`src/common/pmc_map.svh`:
```
// Command codes, field positions, reset values and timing counts of the misc configuration bank
`ifndef PMC_MAP_SVH
`define PMC_MAP_SVH
`define PMC_CMD_MISC 8'hED
`define PMC_CMD_OVR 8'hEE
`define PMC_CMD_ADDR 8'hEF
`define PMC_CMD_CRC 8'hF0
`define PMC_MISC_PEC 15
`define PMC_MISC_SDRL 14
`define PMC_MISC_FRRL 13
`define PMC_MISC_PINSEL 12
`define PMC_MISC_PULLUP_N 3
`define PMC_MISC_FCMODE 2
`define PMC_MISC_RES_HI 1
`define PMC_MISC_RES_LO 0
`define PMC_MISC_WMASK 16'hF00F
`define PMC_OVR_STACK 12
`define PMC_OVR_SYNC 11
`define PMC_OVR_COMP 9
`define PMC_OVR_ADDR 8
`define PMC_OVR_ILV 5
`define PMC_OVR_TON 3
`define PMC_OVR_IOC 2
`define PMC_OVR_FREQ 1
`define PMC_OVR_VOUT 0
`define PMC_OVR_WMASK 16'h1F3F
`define PMC_RSV_ADDR0 7'h0C
`define PMC_RSV_ADDR1 7'h28
`define PMC_RSV_ADDR2 7'h37
`define PMC_RSV_ADDR3 7'h61
`define PMC_CRC_POLY 16'h8005
`define PMC_CRC_INIT 16'h0000
`define PMC_NVM_WORDS 8
`define PMC_FCNT_W 8
`endif

```
`src/common/pmc_pkg.sv`:
```
// Types shared by the misc configuration bank
package pmc_pkg;
  typedef enum logic [1:0] {PMC_IDLE = 2'b00, PMC_LOAD = 2'b01, PMC_CRC = 2'b11} pmc_state_type;
  typedef enum logic [1:0] {PMC_RES12 = 2'b00, PMC_RES10 = 2'b01, PMC_RES8 = 2'b10, PMC_RES6 = 2'b11} pmc_res_type;
endpackage

```
`src/hw/pmc_crc16.sv`:
```
// CRC-16 engine, one 16-bit word per clock, MSB first
`timescale 1ns/1ps
`include "pmc_map.svh"
module pmc_crc16
(
  // Clock and reset
  input wire logic clk,
  input wire logic arst_n,
  // Control
  input wire logic start,
  input wire logic word_vld,
  input wire logic [15:0] word_in,
  // Result
  output logic [15:0] crc
);
  logic [15:0] crc_ff;
  logic [15:0] nxt_crc;

  always_comb
  begin
    nxt_crc = crc_ff;
    for (int i = 15; i >= 0; i--)
    begin
      if (nxt_crc[15] ^ word_in[i])
        nxt_crc = {nxt_crc[14:0], 1'b0} ^ `PMC_CRC_POLY;
      else
        nxt_crc = {nxt_crc[14:0], 1'b0};
    end
  end

  always_ff @(posedge clk or negedge arst_n)
  begin
    if (!arst_n)
      crc_ff <= `PMC_CRC_INIT;
    else if (start)
      crc_ff <= `PMC_CRC_INIT;
    else if (word_vld)
      crc_ff <= nxt_crc;
  end

  assign crc = crc_ff;
endmodule

```
`src/hw/pmc_fault_counter.sv`:
```
// Fault counter with decrement or clear on a fault-free PWM cycle
`timescale 1ns/1ps
`include "pmc_map.svh"
module pmc_fault_counter
(
  // Clock and reset
  input wire logic clk,
  input wire logic arst_n,
  // PWM events
  input wire logic pwm_cycle,
  input wire logic fault_seen,
  input wire logic clear_mode,
  // Count
  output logic [`PMC_FCNT_W-1:0] count
);
  logic [`PMC_FCNT_W-1:0] count_ff;

  always_ff @(posedge clk or negedge arst_n)
  begin
    if (!arst_n)
      count_ff <= '0;
    else if (pwm_cycle)
    begin
      if (fault_seen)
      begin
        if (count_ff != {`PMC_FCNT_W{1'b1}})
          count_ff <= count_ff + 1'b1;
      end
      else if (clear_mode)
        count_ff <= '0;
      else if (count_ff != '0)
        count_ff <= count_ff - 1'b1;
    end
  end

  assign count = count_ff;
endmodule

```
`src/hw/pmc_misc_config.sv`:
```
// Misc configuration command bank: options, strap override, bus address and Nonvolatile_settings_crc
// Summary of operation
// - PEC bit 0 accepts transactions without PEC; 1 rejects them as bad PEC.
// - Shutdown reload bit reloads commanded voltage with boot voltage on shutdown.
// - Fault-restart reload bit reloads boot voltage on retry restart after fault.
// - Pin select 0 gives power-good with pullup off; 1 gives reset output.
// - In reset-output mode pullup is on when pullup control bit is 0.
// - Fault-free PWM cycle decrements fault counter, or clears it in clear mode.
// - Resolution field 00/01/10/11 selects 12, 10, 8 or 6 bit conversions.
// - A set override bit keeps the strapped value instead of NVM values.
// - Straps are sampled only at power-on reset; override writes act at once, but the bus address source is picked from NVM bit 8 at load only.
// - Bits 12 and 11 pick the source of stacking and sync settings.
// - Bits 9 and 8 pick the source of compensation and bus address.
// - Bits 5 and 3 pick the source of interleave and turn-on rise.
// - Bit 2 picks the source of both overcurrent limits together.
// - Bit 1 picks switching frequency source; bit 0 the output-voltage group.
// - Address register holds 7 bits, bit 7 reads zero, loaded from NVM or strap.
// - A new address is answered from the next transaction onward.
// - The four reserved bus addresses cannot be programmed.
// - Checksum is read-only and refreshed at boot and after store or restore.
// - Checksum is CRC-16 over NVM settings with polynomial 0x8005.
`timescale 1ns/1ps
`include "pmc_map.svh"
module pmc_misc_config
(
  // Clock and reset
  input wire logic clk,
  input wire logic arst_n,
  // Decoded command port from the bus front end
  input wire logic cmd_wr,
  input wire logic cmd_rd,
  input wire logic [7:0] cmd_code,
  input wire logic [15:0] cmd_wdata,
  output logic [15:0] cmd_rdata,
  output logic cmd_ack,
  output logic cmd_invalid_data,
  output logic cmd_unsupported,
  // Transaction PEC check
  input wire logic txn_done,
  input wire logic txn_has_pec,
  output logic txn_accept,
  output logic txn_pec_error,
  // Current bus address for the front end
  output logic [6:0] bus_address,
  // NVM image and operations
  input wire logic [15:0] nvm_misc,
  input wire logic [15:0] nvm_ovr,
  input wire logic [6:0] nvm_addr,
  input wire logic nvm_store_done,
  input wire logic nvm_restore,
  output logic [2:0] nvm_word_sel,
  input wire logic [15:0] nvm_word,
  // Pin straps
  input wire logic [6:0] strap_addr,
  // Regulator events
  input wire logic shutdown_evt,
  input wire logic fault_restart_evt,
  input wire logic fault_retry_mode,
  input wire logic pwm_cycle,
  input wire logic pwm_fault,
  // Steering outputs
  output logic boot_voltage_reload,
  output logic shared_status_pin_rst_mode,
  output logic shared_status_pin_pullup_en,
  output logic [1:0] converter_resolution_select,
  output logic [3:0] converter_resolution_bits,
  output logic [`PMC_FCNT_W-1:0] fault_count,
  output logic [12:0] use_strap_value,
  output logic load_settings
);
  logic [15:0] misc_ff;
  logic [15:0] ovr_ff;
  logic [6:0] addr_ff;
  logic [6:0] strap_addr_ff;
  logic [15:0] crc_ff;
  logic [15:0] rdata_ff;
  logic ack_ff;
  logic inv_ff;
  logic uns_ff;
  logic acc_ff;
  logic pecerr_ff;
  logic reload_ff;
  logic load_ff;
  logic [2:0] idx_ff;
  logic crc_last_ff;
  logic restore_pend_ff;
  logic store_pend_ff;
  pmc_pkg::pmc_state_type state_ff;
  pmc_pkg::pmc_state_type nxt_state;
  logic [15:0] crc_val;
  logic addr_bad;
  logic load_req;

  assign load_req = nvm_restore || restore_pend_ff || (state_ff == pmc_pkg::PMC_IDLE && load_ff);
  assign addr_bad = (cmd_wdata[6:0] == `PMC_RSV_ADDR0) || (cmd_wdata[6:0] == `PMC_RSV_ADDR1) ||
                    (cmd_wdata[6:0] == `PMC_RSV_ADDR2) || (cmd_wdata[6:0] == `PMC_RSV_ADDR3);

  // Boot and restore sequencing: load settings then refresh checksum
  always_comb
  begin
    nxt_state = state_ff;
    case (state_ff)
      pmc_pkg::PMC_IDLE:
        if (load_req)
          nxt_state = pmc_pkg::PMC_LOAD;
        else if (nvm_store_done || store_pend_ff)
          nxt_state = pmc_pkg::PMC_CRC;
      pmc_pkg::PMC_LOAD:
        nxt_state = pmc_pkg::PMC_CRC;
      pmc_pkg::PMC_CRC:
        if (idx_ff == 3'(`PMC_NVM_WORDS - 1))
          nxt_state = pmc_pkg::PMC_IDLE;
      default:
        nxt_state = pmc_pkg::PMC_IDLE;
    endcase
  end

  always_ff @(posedge clk or negedge arst_n)
  begin
    if (!arst_n)
      state_ff <= pmc_pkg::PMC_IDLE;
    else
      state_ff <= nxt_state;
  end

  // Power-on request held until the first idle cycle
  always_ff @(posedge clk or negedge arst_n)
  begin
    if (!arst_n)
      load_ff <= 1'b1;
    else if (state_ff == pmc_pkg::PMC_IDLE)
      load_ff <= 1'b0;
  end

  // Restore or store seen mid-sequence is held until the sequencer is idle again
  always_ff @(posedge clk or negedge arst_n)
  begin
    if (!arst_n)
      restore_pend_ff <= 1'b0;
    else if (nvm_restore && state_ff != pmc_pkg::PMC_IDLE)
      restore_pend_ff <= 1'b1;
    else if (state_ff == pmc_pkg::PMC_IDLE)
      restore_pend_ff <= 1'b0;
  end

  always_ff @(posedge clk or negedge arst_n)
  begin
    if (!arst_n)
      store_pend_ff <= 1'b0;
    else if (nvm_store_done && state_ff != pmc_pkg::PMC_IDLE)
      store_pend_ff <= 1'b1;
    else if (state_ff == pmc_pkg::PMC_IDLE)
      store_pend_ff <= 1'b0;
  end

  // Straps captured once after power-on reset release
  always_ff @(posedge clk or negedge arst_n)
  begin
    if (!arst_n)
      strap_addr_ff <= '0;
    else if (load_ff)
      strap_addr_ff <= strap_addr;
  end

  always_ff @(posedge clk or negedge arst_n)
  begin
    if (!arst_n)
      idx_ff <= '0;
    else if (state_ff != pmc_pkg::PMC_CRC)
      idx_ff <= '0;
    else
      idx_ff <= idx_ff + 3'h1;
  end

  pmc_crc16 u_crc
  (
    .clk(clk),
    .arst_n(arst_n),
    .start(state_ff != pmc_pkg::PMC_CRC),
    .word_vld(state_ff == pmc_pkg::PMC_CRC),
    .word_in(nvm_word),
    .crc(crc_val)
  );

  // Last word is folded on the final CRC cycle, so the result is taken one cycle later
  always_ff @(posedge clk or negedge arst_n)
  begin
    if (!arst_n)
      crc_last_ff <= 1'b0;
    else
      crc_last_ff <= (state_ff == pmc_pkg::PMC_CRC) && (idx_ff == 3'(`PMC_NVM_WORDS - 1));
  end

  always_ff @(posedge clk or negedge arst_n)
  begin
    if (!arst_n)
      crc_ff <= '0;
    else if (crc_last_ff)
      crc_ff <= crc_val;
  end

  // Options word
  always_ff @(posedge clk or negedge arst_n)
  begin
    if (!arst_n)
      misc_ff <= '0;
    else if (state_ff == pmc_pkg::PMC_LOAD)
      misc_ff <= nvm_misc & `PMC_MISC_WMASK;
    else if (cmd_wr && cmd_code == `PMC_CMD_MISC)
      misc_ff <= cmd_wdata & `PMC_MISC_WMASK;
  end

  // Override word; writes act at once without new strap detection, except the bus address source, picked only at load
  always_ff @(posedge clk or negedge arst_n)
  begin
    if (!arst_n)
      ovr_ff <= '0;
    else if (state_ff == pmc_pkg::PMC_LOAD)
      ovr_ff <= nvm_ovr & `PMC_OVR_WMASK;
    else if (cmd_wr && cmd_code == `PMC_CMD_OVR)
      ovr_ff <= cmd_wdata & `PMC_OVR_WMASK;
  end

  // Bus address from NVM or strap at load, or by byte write
  always_ff @(posedge clk or negedge arst_n)
  begin
    if (!arst_n)
      addr_ff <= '0;
    else if (state_ff == pmc_pkg::PMC_LOAD)
      addr_ff <= nvm_ovr[`PMC_OVR_ADDR] ? strap_addr_ff : nvm_addr;
    else if (cmd_wr && cmd_code == `PMC_CMD_ADDR && !addr_bad)
      addr_ff <= cmd_wdata[6:0];
  end

  // Acknowledge one cycle after each request
  always_ff @(posedge clk or negedge arst_n)
  begin
    if (!arst_n)
      ack_ff <= 1'b0;
    else
      ack_ff <= cmd_wr || cmd_rd;
  end

  // Reserved address writes are answered as invalid data
  always_ff @(posedge clk or negedge arst_n)
  begin
    if (!arst_n)
      inv_ff <= 1'b0;
    else
      inv_ff <= cmd_wr && cmd_code == `PMC_CMD_ADDR && addr_bad;
  end

  // Checksum writes and codes outside this bank are unsupported
  always_ff @(posedge clk or negedge arst_n)
  begin
    if (!arst_n)
      uns_ff <= 1'b0;
    else
      uns_ff <= (cmd_wr && cmd_code == `PMC_CMD_CRC) ||
                ((cmd_wr || cmd_rd) && (cmd_code < `PMC_CMD_MISC || cmd_code > `PMC_CMD_CRC));
  end

  // Read data stands until the next read
  always_ff @(posedge clk or negedge arst_n)
  begin
    if (!arst_n)
      rdata_ff <= '0;
    else if (cmd_rd)
    begin
      case (cmd_code)
        `PMC_CMD_MISC: rdata_ff <= misc_ff;
        `PMC_CMD_OVR: rdata_ff <= ovr_ff;
        `PMC_CMD_ADDR: rdata_ff <= {9'h000, addr_ff};
        `PMC_CMD_CRC: rdata_ff <= crc_ff;
        default: rdata_ff <= 16'h0000;
      endcase
    end
  end

  // PEC policy check on each finished transaction
  always_ff @(posedge clk or negedge arst_n)
  begin
    if (!arst_n)
      acc_ff <= 1'b0;
    else
      acc_ff <= txn_done && (txn_has_pec || !misc_ff[`PMC_MISC_PEC]);
  end

  // Missing check byte is refused only when the policy bit asks for it
  always_ff @(posedge clk or negedge arst_n)
  begin
    if (!arst_n)
      pecerr_ff <= 1'b0;
    else
      pecerr_ff <= txn_done && !txn_has_pec && misc_ff[`PMC_MISC_PEC];
  end

  // Boot voltage reload request
  always_ff @(posedge clk or negedge arst_n)
  begin
    if (!arst_n)
      reload_ff <= 1'b0;
    else
      reload_ff <= (shutdown_evt && misc_ff[`PMC_MISC_SDRL]) ||
                   (fault_restart_evt && fault_retry_mode && misc_ff[`PMC_MISC_FRRL]);
  end

  pmc_fault_counter u_fcnt
  (
    .clk(clk),
    .arst_n(arst_n),
    .pwm_cycle(pwm_cycle),
    .fault_seen(pwm_fault),
    .clear_mode(misc_ff[`PMC_MISC_FCMODE]),
    .count(fault_count)
  );

  always_comb
  begin
    case (pmc_pkg::pmc_res_type'(misc_ff[`PMC_MISC_RES_HI:`PMC_MISC_RES_LO]))
      pmc_pkg::PMC_RES12: converter_resolution_bits = 4'hC;
      pmc_pkg::PMC_RES10: converter_resolution_bits = 4'hA;
      pmc_pkg::PMC_RES8: converter_resolution_bits = 4'h8;
      pmc_pkg::PMC_RES6: converter_resolution_bits = 4'h6;
      default: converter_resolution_bits = 4'hC;
    endcase
  end

  assign cmd_rdata = rdata_ff;
  assign cmd_ack = ack_ff;
  assign cmd_invalid_data = inv_ff;
  assign cmd_unsupported = uns_ff;
  assign txn_accept = acc_ff;
  assign txn_pec_error = pecerr_ff;
  assign bus_address = addr_ff;
  assign nvm_word_sel = idx_ff;
  assign boot_voltage_reload = reload_ff;
  assign shared_status_pin_rst_mode = misc_ff[`PMC_MISC_PINSEL];
  assign shared_status_pin_pullup_en = misc_ff[`PMC_MISC_PINSEL] && !misc_ff[`PMC_MISC_PULLUP_N];
  assign converter_resolution_select = misc_ff[`PMC_MISC_RES_HI:`PMC_MISC_RES_LO];
  assign use_strap_value = ovr_ff[12:0];
  assign load_settings = (state_ff == pmc_pkg::PMC_LOAD);
endmodule

```
`config.mk`:
```
export PLATFORM = sky130hd
export DESIGN_NAME = pmc_misc_config
export DESIGN_NICKNAME = d
export VERILOG_FILES = /design/src/common/pmc_pkg.sv /design/src/hw/pmc_crc16.sv /design/src/hw/pmc_fault_counter.sv /design/src/hw/pmc_misc_config.sv
export VERILOG_INCLUDE_DIRS = /design/src /design/src/common
export SDC_FILE = /design/constraint.sdc
export NUM_CORES = 1
export LEC_CHECK = 0
export ABC_AREA = 0
export BUFFER_PORTS_ARGS = -buffer_cell sky130_fd_sc_hd__buf_2
export CELL_PAD_IN_SITES_DETAIL_PLACEMENT = 1
export CELL_PAD_IN_SITES_GLOBAL_PLACEMENT = 1
export CORE_UTILIZATION = 42
export DETAILED_ROUTE_END_ITERATION = 16
export PLACE_DENSITY_LB_ADDON = 0.1
export SLEW_MARGIN = 20
export SYNTH_ARGS = -nofsm -noshare
export SYNTH_HDL_FRONTEND = slang
export SYNTH_SLANG_ARGS = --single-unit
```
`constraint.sdc`:
```
create_clock -name clk -period 5.11 [get_ports clk]
set_clock_uncertainty 0.2 [all_clocks]
set_input_delay 0 -clock clk [delete_from_list [all_inputs] [get_ports clk]]
set_output_delay 0 -clock clk [all_outputs]
set_load 0.03 [all_outputs]
```
==> metrics.cfg <==
[cts]
cts_sinks=104
cts_tree=done
path_clk_slew_ns=0.07
htreeDepth=3
numCtsBuffers=9
cts-resized-gates=0
clk_latency_ns=0.36
clk_path_buf_depth=2
cts_root_buf=clkbuf_16

[synth]
seq_area_frac_synth=0.4990
async_flop_share=1.000
synth_area_um2=5218
avgSynthCellArea_um2=10.31
yosysUniqueCellTypes=57
synth_seq_cells=104
synthFlopType=dfrtp_1
synth-edff-count=0
syn_inst=506
yosys_warnings=0

[routing]
drcViolationCount=0
routedWlPerCell_um=19.08
first_iter_violations=252
antenna_left=0
vias_per_cell=5.295
drt-total-wl_um=17340
firstDrtPassIters=5
via_count=4813

[setup_path]
r2r-start=state_ff[1]
rr_endpoint=bus_address[6]
worst_ep_arrival_time_ns=3.07
crit_required_ns=5.14
crit_path_max_fanout=17
rr_worst_depth=5
critPathLaunchType=flip-flop
crit_type=flip-flop to flip-flop
ff2ff_setup_slack_ns=2.07
end_kind=flip-flop

[placement]
gp_congestion=0.8481
hpwl_um=10970
port_buffers=143

[hold_path]
hold_class=input port to flip-flop
min_to=u_crc.crc[6]
holdPathStages=4
min_from=nvm_word[4]

[layout]
nFillCells=1331
fin_nets=844
syn_to_final_growth_pct=41.51
diodes=0
seq_area_um2=2604
multi_input_comb_area_um2=2395
drive_above_1_share=0.2591
final_util=0.6121

[sta]
fin_setup_tns_ns=0
fin_crit_sh=0.5951
worst_slew_pin_slew_ns=0.8238
fmaxAchievable_mhz=328.8
slew_viol_final=0
rsz0062_at_grt=false
final_hold_viol_count=0
period_needed_ns=3.041
max-slew-margin-rel=0.4508
final-setup-viol-count=0

[floorplan]
die_x_um=113.5
initial_core_util=0.4326
placementRows=40
ioPinCount=161
dieArea_um2=12870
core_area_um2=12060
die_height_um=113.5

[global_routing]
grt_remaining_overflow=0
grt_max_degree=63
grt_pass1_wl_um=27860
grtUsageTotal=0.2863
grt_pass1_vias=5338
antenna_found_initial=0

[power]
ir_drop_uv=440.9
p_per_area_nw_per_um2=628.5
leakagePower_uw=0.003487

[run]
cap_violations=0

[status]
status=finished clean

==> where the power goes <==
part / switching (uW) / internal, uW
combinational: 1200 / 1230
sequential: 291 / 1120
clock: 321 / 483
total: 1810 / 2830
==> synthesized netlist by cell type, drive strengths merged (3+ instances only) <==
library cell / number / area share
a211oi: 4 / 0.0058
a21oi: 17 / 0.016
a221oi: 7 / 0.012
a22oi: 7 / 0.010
a31oi: 12 / 0.014
and3: 6 / 0.0072
buf: 8 / 0.0096
clkbuf: 19 / 0.014
dfrtp: 103 / 0.49
ha: 9 / 0.022
inv: 28 / 0.020
mux2: 23 / 0.050
mux2i: 22 / 0.042
nand2: 47 / 0.034
nand3: 10 / 0.0096
nor2: 49 / 0.035
nor2b: 7 / 0.0084
nor3: 4 / 0.0038
nor4: 3 / 0.0060
o21ai: 24 / 0.023
o22ai: 18 / 0.022
o31ai: 3 / 0.0043
xnor2: 36 / 0.065
xnor3: 3 / 0.013
xor2: 5 / 0.0084
==> sequential cells by signal (all words and copies together) (netlist names), 2 cells and up <==
signal / count
misc_ff: 8
bus_address: 7
crc_ff: 16
ovr_ff: 11
strap_addr_ff: 7
state_ff: 2
u_crc.crc: 16
nvm_word_sel: 3
u_fcnt.count: 8
cmd_rdata: 16
==> logic make-up after synthesis <==
| family | count (synthesis) | synth area share |
|---|---|---|
| and+or+nand+nor | 141 | 0.1247 |
| AOI/OAI and AO/OA | 107 | 0.1326 |
| DFF | 104 | 0.4990 |
| buffers and inverters | 55 | 0.04341 |
| muxes | 45 | 0.09185 |
| xor gates and xnor gates | 44 | 0.08609 |
| adders and majority gates | 9 | 0.02158 |
| other | 1 | 0.0007187 |
==> worst max-delay path: stages (launching register included) <==
cell,delay (ns)
dfrtp_1,0.47
nand2b_1,0.52
a211oi_1,0.42
dlygate4sd3_1,0.64
a21oi_1,0.06
dlygate4sd3_1,0.60
==> worst max path at each step <==
| stage | startpoint | end | slack (ns) | cells past startpoint |
|---|---|---|---|---|
| 5_1_grt | state_ff[1] | bus_address[4] | 1.93 | 5 |
| 6_report | state_ff[1] | bus_address[6] | 2.07 | 5 |
| 3_3_place_gp | state_ff[1] | bus_address[4] | 2.44 | 4 |
| 2_1_floorplan | u_crc.crc[15] | u_crc.crc[0] | 2.88 | 6 |
| 4_1_cts | state_ff[1] | bus_address[3] | 1.86 | 5 |
| 3_5_place_dp | state_ff[1] | bus_address[4] | 2.40 | 4 |
==> per-stage QoR <==
step / instance area (um^2) / std cells / total power [uW] / hold WS [ns] / setup WS (ns)
finish: 7383 / 909 / 4641 / 0.004331 / 2.069
global route: 7383 / 909 / 4926 / 0.04693 / 1.927
CTS: 7383 / 909 / 4609 / 0.005322 / 1.860
detailed placement: 6047 / 794 / 3497 / -0.05230 / 2.404
global placement: 6047 / 794 / 3431 / -0.05960 / 2.444
floorplan: 5225 / 508 / 2975 / -0.4956 / 2.879
==> repair_timing <==
item,in CTS,in global routing
endpoints found under the hold margin,140,0
hold buffers,99,0
buffers inserted,0,0
==> area by class of cell <==
type / count / share of cell area
flip-flops and latches: 104 / 0.3527
clock buffers: 10 / 0.03101
clock inverters: 6 / 0.01576
multi-input cells: 349 / 0.3244
inverters: 28 / 0.01423
well taps: 168 / 0.02847
repair buffers: 244 / 0.2335
==> layer usage <==
layer | wire [um] | global-route usage | share of wire | up-vias
met2 | 8998 | 0.5100 | 0.52 | 151
met3 | 670 | 0.04357 | 0.039 | 38
met1 | 7141 | 0.3417 | 0.41 | 2402
met5 | 0 | 0 | 0 | -
li1 | - | - | - | 2222
met4 | 534 | 0.1316 | 0.031 | 0
==> cell usage in the layout, fill, tap and decap left out, drive strengths merged, types with 7 or more instances in the layout <==
cell type	instances
nor2b	7
o21ai	24
clkbuf	10
nand3	10
xnor2	36
a22oi	7
mux2i	22
o22ai	18
buf	145
inv	29
dlygate4sd3	99
nand2	47
mux2	23
ha	9
dfrtp	103
a221oi	7
a31oi	12
nor2	49
a21oi	17
(Power assumes the default switching activity.)
